`config.mk`:
```
export PLATFORM = sky130hd
export DESIGN_NAME = atu_translator
export DESIGN_NICKNAME = d
export VERILOG_FILES = /design/src/rtl/atu_arbiter.v /design/src/rtl/atu_translator.v
export VERILOG_INCLUDE_DIRS = /design/src /design/src/rtl
export SDC_FILE = /design/constraint.sdc
export NUM_CORES = 1
export LEC_CHECK = 0
export ABC_CLOCK_PERIOD_IN_PS = 26900
export BUFFER_PORTS_ARGS = -buffer_cell sky130_fd_sc_hd__clkbuf_2
export CAP_MARGIN = 5
export CORE_MARGIN = 3
export CORE_UTILIZATION = 43
export CTS_CLUSTER_DIAMETER = 30
export DETAILED_ROUTE_END_ITERATION = 7
export SKIP_CTS_REPAIR_TIMING = 1
export SLEW_MARGIN = 20
export SYNTH_ARGS = -nofsm -noshare
export SYNTH_HDL_FRONTEND = slang
export SYNTH_SLANG_ARGS = --single-unit
```
`constraint.sdc`:
```
create_clock -name mclk_i -period 26.9 [get_ports mclk_i]
set_input_delay 0 -clock mclk_i [delete_from_list [all_inputs] [get_ports mclk_i]]
set_output_delay 0 -clock mclk_i [all_outputs]
set_load 0.1 [all_outputs]
```
`src/rtl/atu_consts.vh`:
```
`ifndef ATU_CONSTS_VH
`define ATU_CONSTS_VH
// address layout
`define ATU_VA_W        32
`define ATU_PA_W        32
`define ATU_PAGE_SHIFT  12
`define ATU_VPN_W       20
`define ATU_PFN_W       20
// sources and cache
`define ATU_NSRC        7
`define ATU_NENT        8
`define ATU_IDX_W       3
`define ATU_CNT_W       3
`define ATU_CNT_RST     3'h0
// phases
`define ATU_PH_NORMAL   1'b0
`define ATU_PH_MISS     1'b1
`endif

```
`src/rtl/atu_arbiter.v`:
```
`include "atu_consts.vh"
// round-robin pick of one source among the pending ones
module atu_arbiter
(
    input  wire                    mclk_i,
    input  wire                    rst_i,
    input  wire                    ce_i,
    input  wire [`ATU_NSRC-1:0]    req_i,
    input  wire                    take_i,
    output reg  [`ATU_IDX_W-1:0]   sel_o,
    output reg                     any_o
);
    reg [`ATU_IDX_W-1:0] last;
    reg [`ATU_IDX_W-1:0] cand;
    integer              k;
    // search starting just after the last winner
    always @*
    begin
        sel_o = {`ATU_IDX_W{1'b0}};
        any_o = 1'b0;
        cand  = last;
        for (k = 0; k < `ATU_NSRC; k = k + 1)
        begin
            cand = (cand == `ATU_NSRC - 1) ? {`ATU_IDX_W{1'b0}} : cand + 3'h1;
            if (!any_o && req_i[cand])
            begin
                sel_o = cand;
                any_o = 1'b1;
            end
        end
    end
    // remember winner
    always @(posedge mclk_i or posedge rst_i)
    begin
        if (rst_i)
            last <= 3'h6;               // last source, so the first search starts at source 0
        else if (ce_i && take_i)
            last <= sel_o;
    end
endmodule

```
`src/rtl/atu_translator.v`:
```
`include "atu_consts.vh"
////////////////////////////////////////////////////////////////////////////////
// What this block does
// - translate virtual to physical addresses on fixed 4 KB pages
// - fetch page entries from external memory only on demand
// - cache recent page entries; compare each request address for hit
// - hit: physical page bits joined with virtual page offset bits
// - miss: fetch entry, hold the request until fetch completes
// - accept 7 parallel sources; all missing together loses none
// - 3 bit outstanding miss counter, up on miss, down on service
// - miss phase while misses remain; back to normal at zero
module atu_translator
(
    input  wire                            mclk_i,
    input  wire                            rst_i,
    input  wire                            ce_i,
    input  wire [`ATU_NSRC-1:0]            req_valid_i,
    input  wire [`ATU_NSRC*`ATU_VA_W-1:0]  req_vaddr_i,
    output wire [`ATU_NSRC-1:0]            req_ready_o,
    output reg                             out_valid_o,
    output reg  [`ATU_PA_W-1:0]            out_paddr_o,
    output reg  [`ATU_IDX_W-1:0]           out_src_o,
    input  wire                            out_ready_i,
    output reg                             fetch_valid_o,
    output reg  [`ATU_VPN_W-1:0]           fetch_vpn_o,
    input  wire                            fetch_ready_i,
    input  wire                            fetch_done_i,
    input  wire [`ATU_PFN_W-1:0]           fetch_pfn_i,
    input  wire                            invalidate_i,
    output wire                            miss_phase_o,
    output wire [`ATU_CNT_W-1:0]           miss_count_o
);
    ////////////////////////////////////////////////////////////////////////////
    // state
    reg  [`ATU_VPN_W-1:0]  tag   [0:`ATU_NENT-1];
    reg  [`ATU_PFN_W-1:0]  pfn   [0:`ATU_NENT-1];
    reg  [`ATU_NENT-1:0]   valid;
    reg  [`ATU_IDX_W-1:0]  repl;
    reg  [`ATU_NSRC-1:0]   waiting;    // sources parked on a miss
    reg  [`ATU_NSRC-1:0]   queued;     // parked sources whose fetch is not yet sent
    reg  [`ATU_CNT_W-1:0]  cnt;
    reg                    phase;
    reg                    busy_fetch;
    reg  [`ATU_VPN_W-1:0]  fetch_tag;

    wire [`ATU_IDX_W-1:0]  sel;
    wire                   any;
    wire [`ATU_VA_W-1:0]   va;
    wire [`ATU_VPN_W-1:0]  vpn;
    reg                    hit;
    reg  [`ATU_PFN_W-1:0]  hit_pfn;
    integer                e;
    wire                   take;
    wire                   issue;
    reg  [`ATU_NSRC-1:0]   fetch_mask;

    assign miss_phase_o = phase;
    assign miss_count_o = cnt;

    ////////////////////////////////////////////////////////////////////////////
    // one source at a time is presented to the lookup
    atu_arbiter u_arb
    (
        .mclk_i (mclk_i),
        .rst_i  (rst_i),
        .ce_i   (ce_i),
        .req_i  (req_valid_i & ~waiting),
        .take_i (take),
        .sel_o  (sel),
        .any_o  (any)
    );

    assign va  = req_vaddr_i[sel*`ATU_VA_W +: `ATU_VA_W];
    assign vpn = va[`ATU_VA_W-1:`ATU_PAGE_SHIFT];

    // tag compare against every cached entry
    always @*
    begin
        hit     = 1'b0;
        hit_pfn = {`ATU_PFN_W{1'b0}};
        for (e = 0; e < `ATU_NENT; e = e + 1)
        begin
            if (valid[e] && tag[e] == vpn)
            begin
                hit     = 1'b1;
                hit_pfn = pfn[e];
            end
        end
    end

    // output stage free, and a miss never bumps the counter past seven sources
    wire out_free = !out_valid_o || out_ready_i;
    // a grant only shows on an enabled edge, so a frozen cycle never drops a request
    assign take   = ce_i && any && (hit ? out_free : 1'b1) && !invalidate_i;
    wire do_hit   = take && hit;
    wire do_miss  = take && !hit;
    wire [`ATU_NSRC-1:0] sel_mask = {{(`ATU_NSRC-1){1'b0}}, 1'b1} << sel;

    // grant: the picked source gets ready only on a hit; on a miss it is parked with no grant
    assign req_ready_o = do_hit ? sel_mask : {`ATU_NSRC{1'b0}};

    ////////////////////////////////////////////////////////////////////////////
    // pick the next queued miss to fetch (lowest index)
    reg  [`ATU_IDX_W-1:0] qsel;
    reg                   qany;
    integer               q;
    always @*
    begin
        qsel = {`ATU_IDX_W{1'b0}};
        qany = 1'b0;
        for (q = `ATU_NSRC - 1; q >= 0; q = q - 1)
        begin
            if (queued[q])
            begin
                qsel = q[`ATU_IDX_W-1:0];
                qany = 1'b1;
            end
        end
    end
    wire [`ATU_VA_W-1:0] qva = req_vaddr_i[qsel*`ATU_VA_W +: `ATU_VA_W];

    // a finished fetch releases every parked source of the same page
    reg [`ATU_NSRC-1:0] release_mask;
    integer             r;
    always @*
    begin
        release_mask = {`ATU_NSRC{1'b0}};
        for (r = 0; r < `ATU_NSRC; r = r + 1)
        begin
            if (fetch_done_i && busy_fetch && waiting[r] &&
                req_vaddr_i[r*`ATU_VA_W+`ATU_PAGE_SHIFT +: `ATU_VPN_W] == fetch_tag)
                release_mask[r] = 1'b1;
        end
    end
    wire fetch_svc = fetch_done_i && busy_fetch;

    ////////////////////////////////////////////////////////////////////////////
    // per-source parking: one outstanding miss per source at most
    always @(posedge mclk_i or posedge rst_i)
    begin
        if (rst_i)
        begin
            waiting <= {`ATU_NSRC{1'b0}};
            queued  <= {`ATU_NSRC{1'b0}};
        end
        else if (ce_i)
        begin
            // a source leaves the queue when its own fetch goes out or its page arrives
            waiting <= (waiting & ~release_mask) | (do_miss ? sel_mask : 7'h0);
            queued  <= (queued & ~release_mask & ~(issue ? fetch_mask : 7'h0))
                       | (do_miss ? sel_mask : 7'h0);
        end
    end
    // one-hot of the queued source whose fetch is issued now
    always @*
    begin
        fetch_mask = {{(`ATU_NSRC-1){1'b0}}, 1'b1} << qsel;
    end

    ////////////////////////////////////////////////////////////////////////////
    // external fetch: one at a time, only for a parked miss
    // queue bit is dropped at issue, so a later park cannot steal the pending fetch
    assign issue = !busy_fetch && qany && !fetch_valid_o;
    always @(posedge mclk_i or posedge rst_i)
    begin
        if (rst_i)
        begin
            fetch_valid_o <= 1'b0;
            fetch_vpn_o   <= {`ATU_VPN_W{1'b0}};
            fetch_tag     <= {`ATU_VPN_W{1'b0}};
            busy_fetch    <= 1'b0;
        end
        else if (ce_i)
        begin
            if (fetch_valid_o && fetch_ready_i)
                fetch_valid_o <= 1'b0;
            else if (issue)
            begin
                fetch_valid_o <= 1'b1;
                fetch_vpn_o   <= qva[`ATU_VA_W-1:`ATU_PAGE_SHIFT];
                fetch_tag     <= qva[`ATU_VA_W-1:`ATU_PAGE_SHIFT];
                busy_fetch    <= 1'b1;
            end
            if (fetch_svc)
                busy_fetch <= 1'b0;
        end
    end

    ////////////////////////////////////////////////////////////////////////////
    // cache fill on fetch completion, round-robin replacement
    genvar g;
    generate
        for (g = 0; g < `ATU_NENT; g = g + 1)
        begin : g_ent
            always @(posedge mclk_i or posedge rst_i)
            begin
                if (rst_i)
                begin
                    tag[g]   <= {`ATU_VPN_W{1'b0}};
                    pfn[g]   <= {`ATU_PFN_W{1'b0}};
                    valid[g] <= 1'b0;
                end
                else if (ce_i)
                begin
                    if (fetch_svc && repl == g)
                    begin
                        tag[g]   <= fetch_tag;
                        pfn[g]   <= fetch_pfn_i;
                        valid[g] <= 1'b1;
                    end
                    else if (invalidate_i)
                        valid[g] <= 1'b0;
                end
            end
        end
    endgenerate

    always @(posedge mclk_i or posedge rst_i)
    begin
        if (rst_i)
            repl <= {`ATU_IDX_W{1'b0}};
        else if (ce_i && fetch_svc)
            repl <= repl + 3'h1;
    end

    ////////////////////////////////////////////////////////////////////////////
    // outstanding miss counter and phase
    wire [`ATU_CNT_W-1:0] n_rel = {2'b00, release_mask[0]} + {2'b00, release_mask[1]}
                                + {2'b00, release_mask[2]} + {2'b00, release_mask[3]}
                                + {2'b00, release_mask[4]} + {2'b00, release_mask[5]}
                                + {2'b00, release_mask[6]};
    wire [`ATU_CNT_W-1:0] next_cnt = cnt + (do_miss ? 3'h1 : 3'h0) - n_rel;
    always @(posedge mclk_i or posedge rst_i)
    begin
        if (rst_i)
        begin
            cnt   <= `ATU_CNT_RST;
            phase <= `ATU_PH_NORMAL;
        end
        else if (ce_i)
        begin
            cnt   <= next_cnt;
            phase <= (next_cnt != 3'h0) ? `ATU_PH_MISS : `ATU_PH_NORMAL;
        end
    end

    ////////////////////////////////////////////////////////////////////////////
    // translated request output register
    always @(posedge mclk_i or posedge rst_i)
    begin
        if (rst_i)
        begin
            out_valid_o <= 1'b0;
            out_paddr_o <= {`ATU_PA_W{1'b0}};
            out_src_o   <= {`ATU_IDX_W{1'b0}};
        end
        else if (ce_i)
        begin
            if (do_hit)
            begin
                out_valid_o <= 1'b1;
                out_paddr_o <= {hit_pfn, va[`ATU_PAGE_SHIFT-1:0]};
                out_src_o   <= sel;
            end
            else if (out_ready_i)
                out_valid_o <= 1'b0;
        end
    end
endmodule

```
# Word-level counts from Yosys, hierarchy flattened

Cells that the tools add are included.

Add/sub/neg operators: 16
Magnitude comparators: 7
Equal/unequal tests: 30
Shifts and indexed selects: 4
Muxes and demuxes: 93
Bitwise logic cells: 10
Reduce and logical (&&, ||, !) cells: 93

Operators by type and width:

| cell                                                                          | number |
|---|---|
| 224-bit by 9-bit indexed part select with 32-bit output                       | 2 |
| 20-bit equality test                                                          | 15 |
| 20-bit two-way mux                                                            | 8 |
| 3-bit two-way mux                                                             | 21 |
| 1-bit two-way mux                                                             | 54 |
| 1-bit logical AND                                                             | 47 |
| 2-bit AND reduction                                                           | 19 |
| 3-bit equality test (second input constant)                                   | 11 |
| 7-bit bitwise AND                                                             | 4 |
| 3-bit by 4-bit less-than comparator with 1-bit output (second input constant) | 7 |
| 3-bit by 1-bit adder with 3-bit output (second input constant)                | 8 |
| 2-bit nonzero test                                                            | 11 |
| 1-bit binary-select mux with 3-bit select                                     | 7 |
| 7-bit two-way mux                                                             | 3 |
| 7-bit NOT                                                                     | 3 |
| 3-bit by 1-bit adder with 3-bit output                                        | 5 |
| 7-bit OR                                                                      | 2 |
| 1-bit by 3-bit left shift with 7-bit output (first input constant)            | 2 |
| 1-bit logical NOT                                                             | 11 |
| 3-bit by 2-bit equality test with 1-bit output (second input constant)        | 2 |
| 3-bit AND reduction                                                           | 2 |
| 2-bit by 1-bit adder with 3-bit output                                        | 1 |
| 3-bit by 1-bit equality test with 1-bit output (second input constant)        | 1 |
| 3-bit logical NOT                                                             | 1 |
| other kinds (6)                                                               | 6 |

Flip-flop bits (word level): 410
Input bits: 258
Output and inout port bits: 68
Word-level logic and storage cells: 289

# Depth between registers and ports, before layout

Gate-level depths: netlist (run 1).

Depth in word-level cells: 43
Gate-level depth with buffers: 35
Mapped depth without buffers: 26

# By module

Synthesis (run 1) repeated with hierarchy kept, for this count alone.

Cell total of the unflattened synthesis: 2,396
Area total of the unflattened synthesis: 25,439.4 µm²

By module, submodules not included:

| module         | instances | cells an instance | area each (µm²) | seq. area each (µm²) |
|---|---|---|---|---|
| atu_translator | 1         | 2,240             | 24,199.5        | 10,184.8 |
| atu_arbiter    | 1         | 156               | 1,239.9         | 77.6 |

# Worst setup path after synthesis (run 1)

OpenSTA, ideal clock, no wires.

Kind: register to register
Start point: register u_arb.last[1]
End point: register phase (netlist: miss_phase_o)
Setup time: 0.136 ns
Arrival: 7.169 ns
Required time: 26.764 ns
Slack: 19.595 ns
Cell stages (with the launch flop): 33
Buffers on the path: 6
Period minus slack after synthesis: 7.305 ns
Path through: dfstp_2 > buf_2 > or4bb_1 > a31oi_1 > nor3_2 > mux2i_1 > a22oi_1 > o22a_1 > buf_6 > buf_6 > buf_6 > buf_4 > mux2_1 > a22oi_1 > a21boi_1 > o22ai_1 > nor4_1 > and4b_1 > nor3_1 > nand4b_1 > nor2_1 > clkbuf_1 > inv_1 > fa_1 > inv_1 > fa_1 > fa_1 > ha_1 > xor2_1 > xnor2_1 > xnor2_1 > nor3_1 > a21oi_1

Longest elaborated chain between the ends: 43
Elaborated cells on any way between the ends: 97
Classes of those cells: add/sub: 9; eq/ne: 15; shift: 1; mux: 46; reduce/logical: 26

RTL lines:

| element                                                                                         | line                 | RTL |
|---|---|---|
| from (decl)                                                                                     | atu_arbiter.v:13     | `` reg [`ATU_IDX_W-1:0] last; `` |
| from (signal assigned)                                                                          | atu_arbiter.v:38     | `last <= sel_o;` |
| 3-bit by 1-bit adder with 3-bit output / 3-bit equality test (equally long branches)            | atu_arbiter.v:24     | `` cand = (cand == `ATU_NSRC - 1) ? {`ATU_IDX_W{1'b0}} : cand + 3'h1; `` |
| 3-bit two-way mux (*)                                                                           | atu_arbiter.v:24     |  |
| parallel branches: the longest is 35 deep, another holds 3-bit by 1-bit adder with 3-bit output | -                    |  |
| 1-bit logical AND (*)                                                                           | atu_translator.v:96  | `wire do_miss = take && !hit;` |
| 1-bit two-way mux (*)                                                                           | atu_translator.v:232 | `` wire [`ATU_CNT_W-1:0] next_cnt = cnt + (do_miss ? 3'h1 : 3'h0) - n_rel; `` |
| 3-bit by 1-bit adder with 3-bit output (*)                                                      | atu_translator.v:232 |  |
| 3-bit subtractor (*)                                                                            | atu_translator.v:232 |  |
| 3-bit nonzero test (*)                                                                          | atu_translator.v:243 | `` phase <= (next_cnt != 3'h0) ? `ATU_PH_MISS : `ATU_PH_NORMAL; `` |
| 1-bit two-way mux (no line) (*)                                                                 | -                    |  |
| to (signal assigned)                                                                            | atu_translator.v:238 | `` phase <= `ATU_PH_NORMAL; `` |
| to (signal assigned)                                                                            | atu_translator.v:243 |  |
| to (decl)                                                                                       | atu_translator.v:42  | `reg phase;` |

Mark *: on every way between the ends. The select of a mux whose other input is x is not followed.
A chain may end at the register's enable or synchronous reset.

# Worst setup path in the final report (run 1)

Start point: register u_arb.last[2]
End point: register phase (netlist: miss_phase_o)

The elaborated chain is that of the path after synthesis.

==> flow_summary.toml, run 1 <==
[worst_setup_path]
r2r_end = "miss_phase_o"
crit_path_max_fanout = 68
ff2ff_setup_slack_ps = 15250
r2r_cells = 27
worst_ep_arrival_time_ps = 12150
reg2reg_from = "u_arb.last[2]"
startpoint_type = "flip-flop"
cp-end-kind = "flip-flop"
crit_required_ps = 27400
critPathLaunch = "u_arb.last[2]"
path_class = "flip-flop to flip-flop"

[grt]
grt_pass1_wl_um = 173000
gr-total-overflow = 0
track_usage_pct = 35.0
grt_pass1_vias = 25308
antenna_found_initial = 3
grt_max_degree = 174

[placed_design]
place_hpwl_um = 88000
port_buffers = 325
routabilityCongestion = 1.04

[cts]
clockBufferDepth = 3
htreeDepth = 3
cts_buffers = 106
cts_tree = "built"
root_buffer = "clkbuf_16"
clk_latency_ps = 670
path_clk_slew_ps = 40
cts_sinks = 410

[route]
remaining_drc_errors = 0
viasPerCell = 6.51
wl_per_cell_um = 29.9
dr.pass1.iters = 6
wirelength_um = 121000
drtAntennaViolNets = 0
drt_first_iter_violations = 2758
num_vias = 26335

[cells_and_area]
fillCellCount = 5637
drive_gt1_share_pct = 31.3
antennaDiodeCount = 0
finalNetCount = 3390
area_growth_pct = 24.9

[sta]
worst_pin_slew_ps = 1120
grt_setup_unrepaired = "false"
clock_skew_ps = 62.7
max_freq_mhz = 85.8
timing.hold.ws_ps = -19.5
setup_tns_ps = 0
finalSetupViolations = 0
min_period_ps = 11650
finalCritPeriodShare_pct = 43.3
max_slew_margin_pct = 25.1
hold_violations = 4
slew_violations = 0

[min_path]
min_from = "req_vaddr_i[68]"
hold_class = "primary input to flip-flop"
hold_end = "out_paddr_o[4]"
min_path_cells = 6

[synthesis]
synth_edf_count = 0
synthCells = 2789
yosysWarnings = 0
seq_area_frac_synth_pct = 37.4
syn-cell-area_um2 = 27400
synthAdderAreaFrac_pct = 0.776
postSynthAreaPerCell_um2 = 9.83
synth_nets = 3061
synth-xor-area-share_pct = 6.30
synth.distinct_cells = 113
synth_top_family_by_area = "simple AND/OR/NAND/NOR gates"
synth_compound_area_share_pct = 16.2
synth_ff_type = "dfrtp_1"
synthMuxAreaShare_pct = 17.2
synthSimpleGateAreaFrac_pct = 17.8
ys_ff_latch = 410
synthArstFlopShare_pct = 100

[die]
rows = 91
ios = 326
initial_core_util_pct = 43.9
core_area_um2 = 62400
fp.dieH_um = 258
die_w_um = 258
dieArea_um2 = 66800

[run_status]
violations = "negative hold slack"
status = "complete, but fails checks"

[job]
cap_violations = 0
synth_stat cells, types with 12 or more instances:
master / count / area share [%]
a21boi_0: 22 / 0.60
a21o_1: 41 / 1.1
a21oi_1: 67 / 1.2
a221oi_1: 46 / 1.5
a22o_1: 14 / 0.45
a22oi_1: 18 / 0.49
a311oi_1: 20 / 0.64
a31oi_1: 22 / 0.50
a32o_1: 14 / 0.51
and2_1: 34 / 0.78
and3_1: 16 / 0.37
and4_1: 13 / 0.42
buf_1: 37 / 0.51
buf_2: 39 / 0.71
buf_4: 12 / 0.33
clkbuf_1: 128 / 1.8
dfrtp_1: 408 / 37
inv_1: 44 / 0.60
mux2_1: 12 / 0.49
mux2_2: 357 / 15
mux2i_1: 43 / 1.6
nand2_1: 248 / 3.4
nand2b_1: 39 / 0.89
nand3_1: 127 / 2.3
nand4_1: 90 / 2.1
nand4b_1: 16 / 0.51
nor2_1: 38 / 0.52
nor2b_1: 15 / 0.34
nor3_1: 71 / 1.3
nor4_1: 49 / 1.1
nor4b_1: 18 / 0.58
o2111ai_1: 17 / 0.54
o211ai_1: 16 / 0.44
o21ai_0: 113 / 2.1
o21ai_1: 24 / 0.44
o221ai_1: 13 / 0.42
o22a_1: 23 / 0.74
or3_1: 46 / 1.1
xnor2_1: 122 / 3.9
xor2_1: 75 / 2.4
final cells by class:
| type | instances | area [um2] | area share, % |
|---|---|---|---|
| multi-input cells | 2108 | 16100 | 47.0 |
| flip-flops and latches | 410 | 10300 | 30.0 |
| clock buffers | 139 | 3010 | 8.78 |
| repair buffers | 447 | 2730 | 7.98 |
| well taps | 837 | 1050 | 3.06 |
| clock inverters | 59 | 918 | 2.68 |
| inverters | 45 | 179 | 0.523 |
cell usage in the layout (no fill, tap or decap), drive strengths merged, types with 46 or more instances in the layout:
master	synthesis	layout
a21oi	68	68
a221oi	48	48
buf	98	53
clkbuf	128	464
dfrtp	408	408
dlygate4sd3	0	69
inv	45	53
mux2	369	369
nand2	249	249
nand3	128	128
nand4	91	91
nor3	74	74
nor4	52	52
o21ai	139	139
or3	46	46
xnor2	122	122
xor2	75	75
kinds of logic after synthesis:
| family | Yosys count |
|---|---|
| XOR/XNOR | 197 |
| multiplexers | 418 |
| buffers and inverters | 271 |
| flip-flops | 410 |
| AO/OA/AOI/OAI | 596 |
| adder cells (fa/ha/maj) | 14 |
| AND/OR/NAND/NOR | 883 |
per-stage QoR:
stage / utilization [%] / setup slack, ps / instances / area (um2) / hold WS, ps
floorplan: - / 15500 / 2789 / 27400 / 150
global placement: 47.4 / 15350 / 3777 / 29600 / 213
detailed placement: 47.4 / 15190 / 3777 / 29600 / 221
CTS: 53.7 / 15130 / 3975 / 33500 / -479
global route: 54.9 / 14480 / 4045 / 34200 / 0.435
finish: 54.9 / 15250 / 4045 / 34200 / -19.5
sequential cells by signal, indices dropped and copies added, names as in the netlist:
register and count:
tag 160, u_arb.last 3, fetch_valid_o 1, out_valid_o 1, busy_fetch 1, out_src_o 3
fetch_tag 20, queued 7, waiting 7, pfn 160, valid 8, out_paddr_o 32
miss_count_o 3, repl 3, miss_phase_o 1
worst max path at each step:
stage | end | slack (ps) | cells past startpoint
floorplan | busy_fetch | 15500 | 1
global placement | miss_phase_o | 15350 | 27
detailed placement | miss_phase_o | 15190 | 27
CTS | miss_phase_o | 15130 | 27
global route | miss_phase_o | 14480 | 27
finish | miss_phase_o | 15250 | 27
routing by layer:
metal | up-vias | global-route usage [%] | wire length (um)
li1 | 11221 | - | -
met1 | 13383 | 47.2 | 50400
met2 | 1393 | 52.9 | 53200
met3 | 336 | 8.69 | 11100
met4 | 2 | 16.3 | 6050
met5 | - | 0 | 10
worst max-delay path, stage by stage (launching register included):
cell      delay [ps]
dfstp_2          970
nor2b_1          270
a221oi_1         130
a22oi_1          510
nand4_2          370
a311oi_4         770
o22a_4           550
buf_4            870
o21ai_2          430
o2111a_1         490
or3_1            370
nand3_1           90
and3b_1          170
nand3_1          710
or2_1            790
nand4b_1         460
nor2_1           940
inv_1            150
fa_1             430
inv_1             80
fa_1             440
fa_1             560
ha_1             160
xor2_1           180
xnor2_1          180
xnor2_1           90
nor3_1           160
a21oi_1          100
Power of run 1 is left out: the tool's default activity adds up to more than one toggle a clock period on the data nets, which glitch-free logic cannot reach.
==> inputs of run 2 (changes only) <==
--- a/config.mk
+++ b/config.mk
@@ -6,7 +6,8 @@
 export SDC_FILE = /design/constraint.sdc
 export NUM_CORES = 1
 export LEC_CHECK = 0
-export ABC_CLOCK_PERIOD_IN_PS = 26900
+export ABC_AREA = 1
+export ABC_CLOCK_PERIOD_IN_PS = 12050
 export BUFFER_PORTS_ARGS = -buffer_cell sky130_fd_sc_hd__clkbuf_2
 export CAP_MARGIN = 5
 export CORE_MARGIN = 3
==> constraint.sdc (replaced) <==
create_clock -name mclk_i -period 12.05 [get_ports mclk_i]
set_input_delay 0 -clock mclk_i [delete_from_list [all_inputs] [get_ports mclk_i]]
set_output_delay 0 -clock mclk_i [all_outputs]
set_load 0.1 [all_outputs]
==> flow_summary.toml, run 2 <==
[sta]
grt_setup_unrepaired = "false"
max_slew_margin_pct = 20.7
hold_violations = 7
finalCritPeriodShare_pct = 76.5
worst_pin_slew_ps = 1180
finalSetupViolations = 0
min_period_ps = 9220
timing.hold.ws_ps = -71.7
max_freq_mhz = 108
clock_skew_ps = 37.6
setup_tns_ps = 0
slew_violations = 0

[synthesis]
ys_top_cells_by_area = "dfrtp_1 39%, nand2_1 18%, o21ai_0 7.9%"
synth_top_area_cell = "dfrtp_1"
yosysWarnings = 0
synth_nets = 4099
syn-cell-area_um2 = 26200
yosysMostFrequentCell = "nand2_1"
seq_area_frac_synth_pct = 39.1
synth.distinct_cells = 59
synth_ff_type = "dfrtp_1"
postSynthAreaPerCell_um2 = 6.85
synth_top_area_share_pct = 38.9
synthCells = 3827
ys_top_cells_by_count = "1,276 x nand2_1, 413 x o21ai_0, 408 x dfrtp_1"
synthArstFlopShare_pct = 100
synth_edf_count = 0
ys_ff_latch = 410

[worst_setup_path]
startpoint_type = "flip-flop"
ff2ff_setup_slack_ps = 2830
critPathMostFrequentCell = "nand2_1"
cp-end-kind = "flip-flop"
r2r_cells = 37
crit_path_max_fanout = 64
cp_num_buf_inv = 6
worst_path_dominant_cell_family = "simple AND/OR/NAND/NOR gates"
worst_ep_arrival_time_ps = 9740
crit_required_ps = 12580
critPathMaxStageDelay_ps = 750
r2r_end = "miss_phase_o"
path_class = "flip-flop to flip-flop"
cp_slowest_cell = "dfstp_2"
reg2reg_from = "u_arb.last[1]"

[cells_and_area]
fillCellCount = 6000
multi_input_area_um2 = 13500
area_growth_pct = 24.8
reg_top3 = "pfn: 160 flops, tag: 160 flops, out_paddr_o: 32 flops"
finalNetCount = 4441
mostFrequentLayoutCells = "1,274 x nand2_1, 413 x o21ai_0, 408 x dfrtp_1, 373 x inv_1, 325 x clkbuf_2"
drive_gt1_share_pct = 15.0
fin_cells = 5031
mostFrequentLayoutCell = "nand2_1"
regArea_um2 = 10300
final_cell_area_um2 = 32700

[route]
viasPerCell = 5.60
drtAntennaViolNets = 0
dr.pass1.iters = 8
wirelength_um = 115000
wl_per_cell_um = 22.8
num_vias = 28152
remaining_drc_errors = 0
drt_first_iter_violations = 3516

[min_path]
hold_end = "fetch_tag[11]"
hold_class = "primary input to flip-flop"
min_from = "req_vaddr_i[55]"
min_path_cells = 5

[grt]
antenna_found_initial = 8
track_usage_pct = 35.4
gr-total-overflow = 0
grt_pass1_vias = 26214
grt_pass1_wl_um = 170000
grt_max_degree = 154

[cts]
cts_buffers = 103
clockBufferDepth = 3
root_buffer = "clkbuf_16"
path_clk_slew_ps = 50
htreeDepth = 3
cts_sinks = 410
cts_tree = "built"
clk_latency_ps = 650

[die]
dieArea_um2 = 64000
ios = 326
die_w_um = 253
core_area_um2 = 59700
rows = 89
initial_core_util_pct = 43.9
fp.dieH_um = 253

[placed_design]
dp.cells = 4753
routabilityCongestion = 1.07
port_buffers = 325
dpl_cell_area_um2 = 28200
place_hpwl_um = 82000

[run_status]
violations = "negative hold slack"
status = "complete, but fails checks"

[job]
cap_violations = 0
-- run 2: kinds of logic (layout without fill, tap and decap cells) --
| group | count (synthesis) | count (layout) | synth area share, % |
|---|---|---|---|
| buffers and inverters | 610 | 1032 | 9.47 |
| AO/OA/AOI/OAI | 701 | 701 | 15.2 |
| flip-flops | 410 | 410 | 39.1 |
| AND/OR/NAND/NOR | 1985 | 1985 | 31.8 |
| adder cells (fa/ha/maj) | 14 | 14 | 0.811 |
| XOR/XNOR | 105 | 105 | 3.51 |
| other | 0 | 9 | 0 |
| multiplexers | 2 | 2 | 0.0811 |
-- run 2: how the worst max path moves through the flow --
stage                   from            to  slack (ps)  cells after the start
2_1_floorplan          rst_i    busy_fetch         650                      1
3_3_place_gp   u_arb.last[1]  miss_phase_o        3220                     39
3_5_place_dp   u_arb.last[1]  miss_phase_o        3130                     37
4_1_cts        u_arb.last[1]  miss_phase_o        3050                     37
5_1_grt        u_arb.last[1]  miss_phase_o        2240                     39
6_report       u_arb.last[1]  miss_phase_o        2830                     37
-- run 2: metal layers --
metal / up-vias / track usage, % / part of all wire, %
li1: 13125 / - / -
met1: 13129 / 46.6 / 41
met2: 1523 / 51.3 / 42
met3: 371 / 12.6 / 11
met4: 4 / 18.2 / 5.4
met5: - / 1.28 / 0.096
-- run 2: worst reg2reg max path: cells and delay by family (launching register included) --
kind,cells,cell delay (ps)
adder cells (fa/ha/maj),4,1540
XOR/XNOR,1,150
flip-flops,1,750
AO/OA/AOI/OAI,5,900
buffers and inverters,6,1390
AND/OR/NAND/NOR,21,4370
-- run 2: final cells by class --
class | instances | share of cell area, %
diodes | 9 | 0.0688
clock buffers | 137 | 8.85
clock inverters | 48 | 2.34
inverters | 400 | 4.61
multi-input cells | 2807 | 41.4
flip-flops and latches | 410 | 31.4
well taps | 773 | 2.96
repair buffers | 447 | 8.44
-- run 2: stage by stage --
stage	util, %	setup WS (ps)
finish	54.8	2830
global route	54.8	2240
CTS	53.4	3050
detailed placement	47.2	3130
global placement	47.2	3220
floorplan	-	645
Power of run 2 is left out for the same reason.
